$ cat src/dsw_pkg.sv
// package: constants for the deep sleep wake and retention controller
package dsw_pkg;
  // deep_sleep_control_reg bit positions
  localparam int CTL_ARM_BIT     = 15;
  localparam int CTL_BOR_BIT     = 1;
  localparam int CTL_RELEASE_BIT = 0;
  // reset_control_reg bit position of the deep_sleep_occurred_flag
  localparam int RESET_CONTROL_REG_DPS_BIT    = 10;
  // config_word_four field positions
  localparam int CW4_WDT_EN_BIT  = 7;
  localparam int CW4_CAL_SEL_BIT = 5;
  localparam int CW4_WDT_CLK_BIT = 4;
  localparam int CW4_PS_HI       = 3;
  localparam int CW4_PS_LO       = 0;
  // wake_source_reg bit positions
  localparam int WK_EXTERNAL_INTERRUPT_ZERO_BIT     = 8;
  localparam int WK_WDT_BIT      = 4;
  localparam int WK_CAL_BIT      = 3;
  localparam int WK_MASTER_CLEAR_PIN_BIT     = 2;
  localparam int WK_POR_BIT      = 0;
  // instruction cycles allowed between arming and the sleep instruction
  localparam logic [1:0] ARM_WINDOW = 2'h3;
  // watchdog postscale: timeout = slow ticks << (base + ps)
  localparam int WDT_BASE_SHIFT  = 6;
  localparam int WDT_CNT_W       = 38;
  // power-on reset sequence length in mclk cycles
  localparam int POR_SEQ_CYCLES  = 16;
  // controller states, one-hot
  typedef enum logic [3:0] {
    DSW_RUN   = 4'h1,
    DSW_SLEEP = 4'h2,
    DSW_EXIT  = 4'h4,
    DSW_HOLD  = 4'h8
  } dsw_state_t;
endpackage

$ cat src/dsw_watchdog.sv
// deep sleep watchdog counter with selectable clock and postscaler
`timescale 1ns/1ps
module dsw_watchdog #(
  parameter int CNT_W = dsw_pkg::WDT_CNT_W
) (
  // clock and reset
  input  wire logic             mclk,
  input  wire logic             rst_n,
  // control
  input  wire logic             clear,
  input  wire logic             run,
  input  wire logic             tick,
  input  wire logic [3:0]       postscale,
  // status
  output logic                  timeout
);
  initial begin
    if (CNT_W < dsw_pkg::WDT_BASE_SHIFT + 16) $error("dsw_watchdog: CNT_W too small");
  end

  logic [CNT_W-1:0] count;
  wire  [CNT_W-1:0] limit = CNT_W'(1) << (dsw_pkg::WDT_BASE_SHIFT + int'(postscale));
  wire              hit   = run && tick && (count + CNT_W'(1) >= limit);

  // counter restarts on every entry so a stale count never wakes early
  always_ff @(posedge mclk or negedge rst_n) begin
    if (!rst_n) begin
      count   <= '0;
      timeout <= 1'b0;
    end else if (clear) begin
      count   <= '0;
      timeout <= 1'b0;
    end else begin
      if (run && tick && !hit) count <= count + CNT_W'(1);
      timeout <= hit;
    end
  end
endmodule

$ cat src/dsw_ctrl.sv
// deep sleep wake, retention and pin hold controller
`timescale 1ns/1ps
// Summary of operation
// - calendar alarm wakes only if calendar enable was 1 at entry
// - master clear pin driven low wakes the device
// - external_interrupt_zero wakes if enabled at entry, on a change to configured level
// - watchdog timeout wakes the device
// - interrupts pending at entry are cleared
// - exit acts as power-on reset; calendar, watchdog, context survive
// - wake events during exit and reset sequence are ignored
// - on wake: reset, clear arm bit, restart at reset vector
// - deep sleep occurred flag set on exit; software clears it
// - brown-out during deep sleep reported in control bit 1
// - context save registers keep contents through deep sleep
// - pins and secondary oscillator hold entry state in deep sleep
// - after wake pins stay held while release bit is set
// - clearing release makes pins follow direction and latch
// - brown-out or true power-on releases pins, discards retained state
// - master clear keeps registers and hold; pins take reset state
// - watchdog enabled by config bit 7, reset on entry
// - watchdog clock from config bit 4, postscale bits 3 to 0
// - calendar clock chosen by config bit 5
// - watchdog clock source started automatically at entry
// - arm bit 15 set then sleep instruction enters deep sleep
// - arm bit cleared if sleep not within three instruction cycles
// - setting arm bit clears every wake source flag
module dsw_ctrl #(
  parameter int PIN_W   = 16,
  parameter int CTX_W   = 16,
  parameter int POR_CYC = dsw_pkg::POR_SEQ_CYCLES
) (
  // clock and reset (rst_n is the true supply power-on reset)
  input  wire logic             mclk,
  input  wire logic             rst_n,
  // firmware strobes and writes
  input  wire logic             instr_cycle,
  input  wire logic             arm_set,
  input  wire logic             sleep_instr,
  input  wire logic             release_clear,
  input  wire logic             occurred_clear,
  input  wire logic             bor_flag_clear,
  input  wire logic             wake_flags_clear,
  input  wire logic             ctx_we0,
  input  wire logic             ctx_we1,
  input  wire logic [CTX_W-1:0] ctx_wdata,
  // configuration
  input  wire logic [7:0]       config_word_four,
  input  wire logic             calendar_enable,
  input  wire logic             external_interrupt_zero_enable,
  input  wire logic             external_interrupt_zero_polarity,
  input  wire logic             secondary_osc_enable,
  input  wire logic [PIN_W-1:0] pin_direction,
  input  wire logic [PIN_W-1:0] pin_output_latch,
  input  wire logic [PIN_W-1:0] master_clear_pin_pin_dir,
  input  wire logic [PIN_W-1:0] master_clear_pin_pin_level,
  // wake sources and slow clocks
  input  wire logic             master_clear_pin,
  input  wire logic             external_interrupt_zero,
  input  wire logic             calendar_alarm,
  input  wire logic             deep_sleep_brownout_evt,
  input  wire logic             low_power_rc_tick,
  input  wire logic             secondary_osc_tick,
  // status and control outputs
  output logic                  deep_sleep_arm,
  output logic                  deep_sleep_brownout,
  output logic                  pin_hold_release,
  output logic                  deep_sleep_occurred_flag,
  output logic [15:0]           wake_source_reg,
  output logic [CTX_W-1:0]      context_save_0,
  output logic [CTX_W-1:0]      context_save_1,
  output logic                  in_deep_sleep,
  output logic                  core_reset,
  output logic                  pending_irq_clear,
  output logic                  calendar_clk_sel,
  output logic                  low_power_rc_osc_force_on,
  output logic                  secondary_oscillator_force_on,
  output logic                  secondary_oscillator_run,
  // pads
  output logic [PIN_W-1:0]      pin_out,
  output logic [PIN_W-1:0]      pin_oe
);
  initial begin
    if (PIN_W < 1 || CTX_W < 1 || POR_CYC < 1) $error("dsw_ctrl: bad parameter");
  end

  localparam int PC_W = $clog2(POR_CYC + 1);

  dsw_pkg::dsw_state_t state;
  dsw_pkg::dsw_state_t next_state;
  logic [1:0]       arm_age;
  logic [PC_W-1:0]  por_cnt;
  logic             external_interrupt_zero_q;
  logic             cal_en_lat;
  logic             external_interrupt_zero_en_lat;
  logic             external_interrupt_zero_pol_lat;
  logic             wdt_en_lat;
  logic             wdt_clk_lat;
  logic             secondary_oscillator_hold;
  logic [PIN_W-1:0] held_out;
  logic [PIN_W-1:0] held_oe;
  logic             master_clear_pin_reset;
  logic             wdt_timeout;

  // configuration fields
  wire       cfg_wdt_en  = config_word_four[dsw_pkg::CW4_WDT_EN_BIT];
  wire       cfg_wdt_clk = config_word_four[dsw_pkg::CW4_WDT_CLK_BIT];
  wire [3:0] cfg_ps = config_word_four[dsw_pkg::CW4_PS_HI:dsw_pkg::CW4_PS_LO];

  // wake qualification; inputs treated as synchronous to mclk
  wire asleep   = (state == dsw_pkg::DSW_SLEEP);
  wire enter    = (state == dsw_pkg::DSW_RUN) && deep_sleep_arm && sleep_instr;
  // arming counts only in run and never on the entry edge; only then, or on wake_flags_clear, are wake flags wiped
  wire arm_take = arm_set && (state == dsw_pkg::DSW_RUN) && !enter;
  wire w_master_clear_pin   = asleep && !master_clear_pin;
  wire w_cal    = asleep && cal_en_lat && calendar_alarm;
  wire external_interrupt_zero_act = (external_interrupt_zero == external_interrupt_zero_pol_lat);
  wire external_interrupt_zero_chg = (external_interrupt_zero != external_interrupt_zero_q);
  wire w_external_interrupt_zero   = asleep && external_interrupt_zero_en_lat && external_interrupt_zero_chg && external_interrupt_zero_act;
  wire w_wdt    = asleep && wdt_timeout;
  wire wake_any = w_master_clear_pin | w_cal | w_external_interrupt_zero | w_wdt;
  wire arm_late = (arm_age == dsw_pkg::ARM_WINDOW) && instr_cycle && !sleep_instr;
  wire por_done = (por_cnt == PC_W'(POR_CYC));
  wire slow_tick = wdt_clk_lat ? secondary_osc_tick : low_power_rc_tick;

  dsw_watchdog u_wdt (
    .mclk      (mclk),
    .rst_n     (rst_n),
    .clear     (enter),
    .run       (asleep && wdt_en_lat),
    .tick      (slow_tick),
    .postscale (cfg_ps),
    .timeout   (wdt_timeout)
  );

  // state sequencing: run, deep sleep, power-on exit, then pin hold
  always_comb begin
    next_state = state;
    case (state)
      dsw_pkg::DSW_RUN: begin
        if (enter) next_state = dsw_pkg::DSW_SLEEP;
      end
      dsw_pkg::DSW_SLEEP: begin
        if (wake_any) next_state = dsw_pkg::DSW_EXIT;
      end
      dsw_pkg::DSW_EXIT: begin
        if (por_done) next_state = dsw_pkg::DSW_HOLD;
      end
      dsw_pkg::DSW_HOLD: begin
        if (!pin_hold_release) next_state = dsw_pkg::DSW_RUN;
      end
      default: next_state = dsw_pkg::DSW_RUN;
    endcase
  end

  always_ff @(posedge mclk or negedge rst_n) begin
    if (!rst_n) state <= dsw_pkg::DSW_RUN;
    else        state <= next_state;
  end

  // arm bit with the three-instruction entry window
  always_ff @(posedge mclk or negedge rst_n) begin
    if (!rst_n) begin
      deep_sleep_arm <= 1'b0;
      arm_age        <= 2'h0;
    end else if (enter || wake_any) begin
      deep_sleep_arm <= 1'b0;
      arm_age        <= 2'h0;
    end else if (arm_take) begin
      deep_sleep_arm <= 1'b1;
      arm_age        <= 2'h0;
    end else if (arm_late) begin
      deep_sleep_arm <= 1'b0;
      arm_age        <= 2'h0;
    end else if (deep_sleep_arm && instr_cycle) begin
      arm_age        <= arm_age + 2'h1;
    end
  end

  // settings latched at entry; the watchdog oscillator is forced on if off
  always_ff @(posedge mclk or negedge rst_n) begin
    if (!rst_n) begin
      cal_en_lat   <= 1'b0;
      external_interrupt_zero_en_lat  <= 1'b0;
      external_interrupt_zero_pol_lat <= 1'b0;
      wdt_en_lat   <= 1'b0;
      wdt_clk_lat  <= 1'b0;
      external_interrupt_zero_q       <= 1'b0;
    end else begin
      external_interrupt_zero_q <= external_interrupt_zero;
      if (enter) begin
        cal_en_lat   <= calendar_enable;
        external_interrupt_zero_en_lat  <= external_interrupt_zero_enable;
        external_interrupt_zero_pol_lat <= external_interrupt_zero_polarity;
        wdt_en_lat   <= cfg_wdt_en;
        wdt_clk_lat  <= cfg_wdt_clk;
      end
    end
  end

  // wake flags: only set in deep sleep, cleared on arming; set wins
  always_ff @(posedge mclk or negedge rst_n) begin
    if (!rst_n) begin
      wake_source_reg <= 16'h0001;                                             // true power-on
    end else begin
      for (int i = 0; i < 16; i++) begin
        if (arm_take || wake_flags_clear) wake_source_reg[i] <= 1'b0;
      end
      if (w_external_interrupt_zero) wake_source_reg[dsw_pkg::WK_EXTERNAL_INTERRUPT_ZERO_BIT] <= 1'b1;
      if (w_wdt)  wake_source_reg[dsw_pkg::WK_WDT_BIT]  <= 1'b1;
      if (w_cal)  wake_source_reg[dsw_pkg::WK_CAL_BIT]  <= 1'b1;
      if (w_master_clear_pin) wake_source_reg[dsw_pkg::WK_MASTER_CLEAR_PIN_BIT] <= 1'b1;
    end
  end

  // occurred, brown-out and release flags; hardware set beats software clear
  always_ff @(posedge mclk or negedge rst_n) begin
    if (!rst_n) begin
      deep_sleep_occurred_flag <= 1'b0;
      deep_sleep_brownout      <= 1'b0;
      pin_hold_release         <= 1'b0;
      master_clear_pin_reset               <= 1'b0;
    end else begin
      if (wake_any) deep_sleep_occurred_flag <= 1'b1;
      else if (occurred_clear) deep_sleep_occurred_flag <= 1'b0;
      if (asleep && deep_sleep_brownout_evt) deep_sleep_brownout <= 1'b1;
      else if (bor_flag_clear) deep_sleep_brownout <= 1'b0;
      if (asleep && deep_sleep_brownout_evt) pin_hold_release <= 1'b0;
      else if (enter) pin_hold_release <= 1'b1;
      else if (release_clear && state != dsw_pkg::DSW_EXIT) pin_hold_release <= 1'b0;
      if (w_master_clear_pin) master_clear_pin_reset <= 1'b1;
      else if (!pin_hold_release) master_clear_pin_reset <= 1'b0;
    end
  end

  // context save registers, wiped by a deep-sleep brown-out
  always_ff @(posedge mclk or negedge rst_n) begin
    if (!rst_n) begin
      context_save_0 <= '0;
      context_save_1 <= '0;
    end else if (asleep && deep_sleep_brownout_evt) begin
      context_save_0 <= '0;
      context_save_1 <= '0;
    end else if (state == dsw_pkg::DSW_RUN) begin
      if (ctx_we0) context_save_0 <= ctx_wdata;
      if (ctx_we1) context_save_1 <= ctx_wdata;
    end
  end

  // pin capture at entry and pin drive selection
  always_ff @(posedge mclk or negedge rst_n) begin
    if (!rst_n) begin
      held_out  <= '0;
      held_oe   <= '0;
      secondary_oscillator_hold <= 1'b0;
    end else if (enter) begin
      held_out  <= pin_output_latch;
      held_oe   <= ~pin_direction;
      secondary_oscillator_hold <= secondary_osc_enable;
    end
  end

  // pin drive source; a brown-out lets go of the pins in the very cycle it is seen
  wire held  = pin_hold_release && !(asleep && deep_sleep_brownout_evt);
  wire [PIN_W-1:0] next_pin_out =
    !held ? pin_output_latch : (master_clear_pin_reset ? master_clear_pin_pin_level : held_out);
  wire [PIN_W-1:0] next_pin_oe =
    !held ? ~pin_direction : (master_clear_pin_reset ? ~master_clear_pin_pin_dir : held_oe);
  wire next_secondary_oscillator = held ? secondary_oscillator_hold : secondary_osc_enable;

  // registered outputs
  always_ff @(posedge mclk or negedge rst_n) begin
    if (!rst_n) begin
      pin_out           <= '0;
      pin_oe            <= '0;
      secondary_oscillator_run          <= 1'b0;
      in_deep_sleep     <= 1'b0;
      core_reset        <= 1'b1;
      pending_irq_clear <= 1'b0;
      calendar_clk_sel  <= 1'b0;
      low_power_rc_osc_force_on     <= 1'b0;
      secondary_oscillator_force_on     <= 1'b0;
      por_cnt           <= '0;
    end else begin
      pin_out           <= next_pin_out;
      pin_oe            <= next_pin_oe;
      secondary_oscillator_run          <= next_secondary_oscillator;
      in_deep_sleep     <= (next_state == dsw_pkg::DSW_SLEEP);
      core_reset        <= (next_state == dsw_pkg::DSW_SLEEP)
                        || (next_state == dsw_pkg::DSW_EXIT);
      pending_irq_clear <= enter;
      calendar_clk_sel  <= config_word_four[dsw_pkg::CW4_CAL_SEL_BIT];
      low_power_rc_osc_force_on     <= (next_state == dsw_pkg::DSW_SLEEP) && wdt_en_lat && !wdt_clk_lat;
      secondary_oscillator_force_on     <= (next_state == dsw_pkg::DSW_SLEEP) && wdt_en_lat && wdt_clk_lat;
      if (state == dsw_pkg::DSW_EXIT && !por_done) por_cnt <= por_cnt + PC_W'(1);
      else if (state != dsw_pkg::DSW_EXIT) por_cnt <= '0;
    end
  end
endmodule

$ cat config.mk
export PLATFORM = sky130hd
export DESIGN_NAME = dsw_ctrl
export DESIGN_NICKNAME = d
export VERILOG_FILES = /design/src/dsw_pkg.sv /design/src/dsw_watchdog.sv /design/src/dsw_ctrl.sv
export SDC_FILE = /design/constraint.sdc
export NUM_CORES = 1
export LEC_CHECK = 0
export BUFFER_PORTS_ARGS = -buffer_cell sky130_fd_sc_hd__buf_4
export CAP_MARGIN = 0
export CORE_ASPECT_RATIO = 1.4
export CORE_MARGIN = 3
export CORE_UTILIZATION = 56
export DETAILED_ROUTE_END_ITERATION = 12
export GPL_ROUTABILITY_DRIVEN = 0
export HOLD_SLACK_MARGIN = 0.02
export PLACE_DENSITY = 0.89
export REMOVE_ABC_BUFFERS = 1
export SYNTH_ARGS = -nofsm -noshare
export SYNTH_HDL_FRONTEND = slang
export SYNTH_HIERARCHICAL = 1
export SYNTH_SLANG_ARGS = --single-unit
$ cat constraint.sdc
create_clock -name mclk -period 4.91 [get_ports mclk]
set_input_delay 0.491 -clock mclk [delete_from_list [all_inputs] [get_ports mclk]]
set_output_delay 0.491 -clock mclk [all_outputs]
set_load 0.01 [all_outputs]
==> flow_summary.ini, run 1 <==
[placed_design]
dp.final_hpwl_um = 18900
portBuffers = 187
dpl.cell_count = 1437

[setup_path]
crit_arrival_ps = 4770
critPathMaxFanout = 6
critical_path_class = flop to flop
start_kind = flop
critical_path.endpoint_type = flop
crit_required_ps = 5220

[sta]
slew_headroom_pct = 15.7
final.min_clock_period_ps = 4460
hold_viol_final = 0
tns_ps = 0
rsz0062_at_grt = false
tightest_slew_ps = 1260
min_period_over_period_pct = 90.9
max_freq_ghz = 0.224
finalSetupViolations = 0
finalClockSkew_ps = 10.4
slew_viol_final = 0

[synthesis]
yosys_warnings = 6
netlist_area_mm2 = 0.00972
netlist_instances = 1068
synthTopCellsByArea = dfrtp_1 43%, nand2_1 9.1%, ha_1 4.8%, a21oi_1 3.8%, nor4_2 3.6%
syn_avg_cell_area_um2 = 9.10
ys_seq_elements = 170
synthArstFlopShare_pct = 100
ys.flop_type = dfrtp_1
yosys.area.top_type = dfrtp_1
synth_edf_count = 0
yosysMostFrequentCell = nand2_1
synth_common_cells = 235 x nand2_1, 167 x dfrtp_1, 91 x nor2_1
synth_cell_types = 66
seq_area_frac_synth_pct = 43.8
synth_top_area_share_pct = 43.0

[floorplan]
rows = 56
fp.dieW_um = 117
num_io_pins = 200
start_util_pct = 57.6
coreArea_mm2 = 0.0169
fp.dieH_um = 162
die-area_mm2 = 0.0190

[final_layout]
regArea_mm2 = 0.00426
area.growth.synth_to_final_pct = 20.8
nFillCells = 1213
fin_util_pct = 69.5
largest_register_ffs = 38
nNetsFinal = 1370
regMostFlops = u_wdt/count
fin_cells = 1469
drive_above_1_share_pct = 24.1
n_antenna_cell = 0
multiInputGateArea_mm2 = 0.00503

[global_route]
use_met3_pct = 6.30
overflow = 0
grt_pass1_vias = 8524
grtUsageTotal_pct = 28.2
grtUsageMet2_pct = 50.7
grtUsageMet1_pct = 32.6
grt_max_degree = 88
antenna_found_initial = 0
top_usage_layer = met2
grt_pass1_wl_um = 43400

[cts]
cts_resized = 0
cts.sinks = 170
clockBufferDepth = 2
ctsRootBufferMaster = clkbuf_16
cts.htree.levels = 4
cts_setup_buffers = 0
cts_tree = yes
cts-buffers-inserted = 17
clock_latency_ps = 430
hold_buffers = 0
path_clk_slew_ps = 70

[routing]
num_vias = 8600
drt-pass1-iter-count = 5
routedWlPerCell_um = 18.2
routed_via_density = 5.85
routed_wirelength_um = 26800
postRouteAntennaNets = 0
drt-initial-drc-count = 1015
drc_errors = 0

[worst_hold_path]
holdCritPathClass = primary input to asynchronous set/reset pin

[power_and_ir_drop]
ir_drop_mv = 0.198
p_leak_nw = 5.51
pwr_density_cell_mw_per_mm2 = 452
p_total_mw = 5.31

[run_status]
status = complete, no violations

[flow_run]
maxCapViolations = 0
final cells by class:
type,count,share of cell area (%)
clock buffer,18,3.66
tap,232,2.47
clock inverter,14,1.13
inverter,12,0.384
sequential,170,36.3
multi-input combinational,818,42.8
timing repair buffer,205,13.2
worst max-delay path, cell delays in order (launching register included):
cell	delay, ps
dfrtp_1	450
nand4_2	250
or4_4	620
nor3_1	450
xor2_1	140
ha_1	360
a2111oi_0	380
o21ai_0	140
o221ai_1	270
nand3_1	150
buf_4	190
or3_1	410
nor4_2	190
mux2_1	350
routing by layer:
| layer | vias up | wire [µm] |
|---|---|---|
| li1 | 3960 | - |
| met1 | 4146 | 9860 |
| met2 | 421 | 13700 |
| met3 | 73 | 2160 |
| met4 | 0 | 1040 |
| met5 | - | 0 |
stage by stage:
step | hold WS, ps | cell area (µm²) | setup WS, ps
after floorplan | 195 | 9320 | 652
after global placement | 456 | 11200 | 660
after detailed placement | 462 | 11200 | 528
after CTS | 127 | 11700 | 500
after global routing | 148 | 11700 | 196
final | 105 | 11700 | 448
logic make-up after synthesis:
kind of cell	Yosys count	synth area share, %
flops	170	43.8
compound gates	154	9.48
mux	51	5.66
fa+ha+maj	37	4.76
buf+inv	90	4.91
other cells	1	0.0386
xor+xnor	37	3.33
simple gates	528	28.0
cell usage in the layout (no fill, tap or decap), types with 3 or more instances in the layout:
master / n
o21a_1: 3
nor4_2: 28
and2_1: 10
inv_8: 4
inv_6: 4
a21oi_1: 73
nand2_1: 235
dfstp_2: 3
and4_1: 8
a21oi_2: 10
nor3_1: 10
xor2_1: 15
nand2b_1: 5
clkbuf_16: 17
nor4_1: 4
nor2b_1: 32
mux2_1: 30
ha_1: 37
o21ai_0: 42
or3_1: 11
nor2_1: 90
and3_1: 11
mux2i_1: 19
nand3_1: 36
o31ai_1: 3
clkinvlp_4: 3
conb_1: 11
buf_4: 203
dfrtp_1: 166
nand4_1: 16
nand3b_1: 4
a2111oi_0: 3
xnor2_1: 22
inv_1: 11
nor3b_1: 7
power by group:
part | leakage, nW | switching [mW] | total (mW) | internal [mW]
registers | 2.17 | 0.262 | 2.11 | 1.85
logic | 3.08 | 1.11 | 1.91 | 0.801
clock network | 0.268 | 0.615 | 1.29 | 0.671
total | 5.51 | 1.99 | 5.31 | 3.32
final timing paths:
kind	cells past startpoint	slack (ps)	start	end
worst max-delay path	13	450	u_wdt/count[18]	u_wdt/count[25]
worst min-delay path	1	100	rst_n	pin_oe[12]
worst max register to register	13	450	u_wdt/count[18]	u_wdt/count[25]
worst min register to register	2	470	held_out[10]	held_out[10]
max in group asynchronous	2	3570	rst_n	pin_out[2]
min in group mclk	1	170	config_word_four[5]	calendar_clk_sel
No activity file was read; power rests on OpenSTA's default activity.
==> run 2, diff against run 1 <==
--- a/config.mk
+++ b/config.mk
@@ -9,11 +9,11 @@
 export CAP_MARGIN = 0
 export CORE_ASPECT_RATIO = 1.4
 export CORE_MARGIN = 3
-export CORE_UTILIZATION = 56
+export CORE_UTILIZATION = 59
 export DETAILED_ROUTE_END_ITERATION = 12
 export GPL_ROUTABILITY_DRIVEN = 0
 export HOLD_SLACK_MARGIN = 0.02
-export PLACE_DENSITY = 0.89
+export PLACE_DENSITY = 0.93
 export REMOVE_ABC_BUFFERS = 1
 export SYNTH_ARGS = -nofsm -noshare
 export SYNTH_HDL_FRONTEND = slang
==> constraint.sdc (replaced) <==
create_clock -name mclk -period 5.3 [get_ports mclk]
set_input_delay 0.53 -clock mclk [delete_from_list [all_inputs] [get_ports mclk]]
set_output_delay 0.53 -clock mclk [all_outputs]
set_load 0.01 [all_outputs]
==> flow_summary.ini, run 2 (same netlist as run 1, synthesis figures left out) <==
[power_and_ir_drop]
power_switching_mw = 1.82
pwr-share-seq_pct = 40.5
comb_power_share_pct = 36.0
power_frac_clock_pct = 23.5
pwr_density_cell_mw_per_mm2 = 418
swShare_pct = 37.4
power.internal_mw = 3.04
ir_drop_mv = 0.350
p_leak_nw = 5.47

[global_route]
antenna_found_initial = 2
grt_pass1_vias = 8555
overflow = 0
grt_max_degree = 78
grtUsageTotal_pct = 29.4
grt_pass1_wl_um = 42500

[sta]
hold_viol_final = 0
tns_ps = 0
final.min_clock_period_ps = 4730
tightest_slew_ps = 1200
min_period_over_period_pct = 89.3
slew_headroom_pct = 19.8
rsz0062_at_grt = false
finalSetupViolations = 0
slew_viol_final = 0
finalClockSkew_ps = 10.2
max_freq_ghz = 0.211

[run_status]
status = complete, no violations

[routing]
routed_wirelength_um = 27000
drt-pass1-iter-count = 6
drc_errors = 0
drt-initial-drc-count = 1099
postRouteAntennaNets = 0
routedWlPerCell_um = 18.9
num_vias = 8790
routed_via_density = 6.15

[floorplan]
die-area_mm2 = 0.0181
coreArea_mm2 = 0.0159
start_util_pct = 61.2
fp.dieH_um = 158
num_io_pins = 200
fp.dieW_um = 114
rows = 54

[cts]
clock_latency_ps = 430
ctsRootBufferMaster = clkbuf_16
path_clk_slew_ps = 70
cts.sinks = 170
cts.htree.levels = 4
cts_tree = yes
cts_resized = 0
cts-buffers-inserted = 17
clockBufferDepth = 2

[final_layout]
fin_cells = 1429
layout_commonest_cell = nand2_1
drive_above_1_share_pct = 23.7
fin_util_pct = 73.2
area.growth.synth_to_final_pct = 19.7
largest_register_ffs = 38
regMostFlops = u_wdt/count
layout_common_cells = 235 x nand2_1, 198 x buf_4, 166 x dfrtp_1, 90 x nor2_1, 73 x a21oi_1
nNetsFinal = 1365

[setup_path]
start_kind = flop
critPathMaxFanout = 10
crit_arrival_ps = 5040
critical_path_class = flop to flop
crit_required_ps = 5610
reg2regPathDepth = 13
critical_path.endpoint_type = flop

[placed_design]
portBuffers = 187
dpl.cell_count = 1395
dp.final_hpwl_um = 18800

[flow_run]
maxCapViolations = 0

[worst_hold_path]
holdCritPathClass = primary input to flop
min_path_cells = 1
==> run 2: changes by cell type in the layout (fill, tap and decap cells not counted), sizes merged <==
cell         before  now
dlygate4sd3       0    1
buf             205  199
diode             0    2
clkinvlp          3    5
clkbuf           18   17
inv              20   18
==> run 2: power by group through the flow <==
stage                     Sequential (mW)  Combinational [mW]  Clock, mW
after floorplan                      2.05               0.805          0
after global placement               1.95                1.62          0
after detailed placement             1.98                1.71          0
after CTS                            1.96                1.74       1.16
after global routing                 2.00                1.92       1.21
final                                1.97                1.75       1.14
==> run 2: layout make-up <==
| type | instances | area (µm²) |
|---|---|---|
| inverter | 12 | 45.0 |
| tap | 196 | 245 |
| sequential | 170 | 4260 |
| fill | 1064 | 4250 |
| clock buffer | 17 | 425 |
| antenna | 2 | 5.00 |
| clock inverter | 14 | 111 |
| timing repair buffer | 200 | 1510 |
| multi-input combinational | 818 | 5030 |
==> run 2: path summary, 6_finish.rpt <==
check / endpoint / slack [ps] / startpoint
worst max-delay path: u_wdt/count[25] / 570 / u_wdt/count[0]
worst min-delay path: calendar_clk_sel / 210 / config_word_four[5]
worst max register to register: u_wdt/count[25] / 570 / u_wdt/count[0]
worst min register to register: held_out[6] / 480 / held_out[6]
max in group asynchronous: master_clear_pin_reset / 3400 / rst_n
min in group asynchronous: pin_oe[6] / 550 / rst_n
==> run 2: worst max-delay path, cell delays in order, from the launching register on <==
cell,delay [ps]
dfrtp_1,450
nand3_1,190
or3_1,570
nor3_1,590
and3_1,280
xor2_1,100
ha_1,220
a2111oi_0,260
o21ai_0,150
o221ai_1,280
nand3_1,480
or3_1,530
nor4_2,160
mux2_1,360
==> run 2: layer usage <==
metal	global-route usage, %	vias up	part of all wire [%]
met5	0	-	0
met4	16.3	0	5.2
met3	6.23	114	8.8
met2	51.2	492	51
met1	33.4	4238	35
li1	-	3946	-
==> run 2: per-stage QoR <==
stage                     instance area [µm²]  worst slack [ps]  hold WS, ps  power (mW)
final                                   11600               570          208        4.86
after global routing                    11600               276          198        5.14
after CTS                               11600               726          198        4.86
after detailed placement                11100               777          448        3.69
after global placement                  11100               897          450        3.57
after floorplan                          9320              1040          234        2.86
==> run 2: what timing repair did <==
| action | 4_1_cts | 5_1_grt |
|---|---|---|
| endpoints found under the hold margin | 37 | 0 |
| buffers inserted | 0 | 0 |
| hold buffers | 1 | 0 |
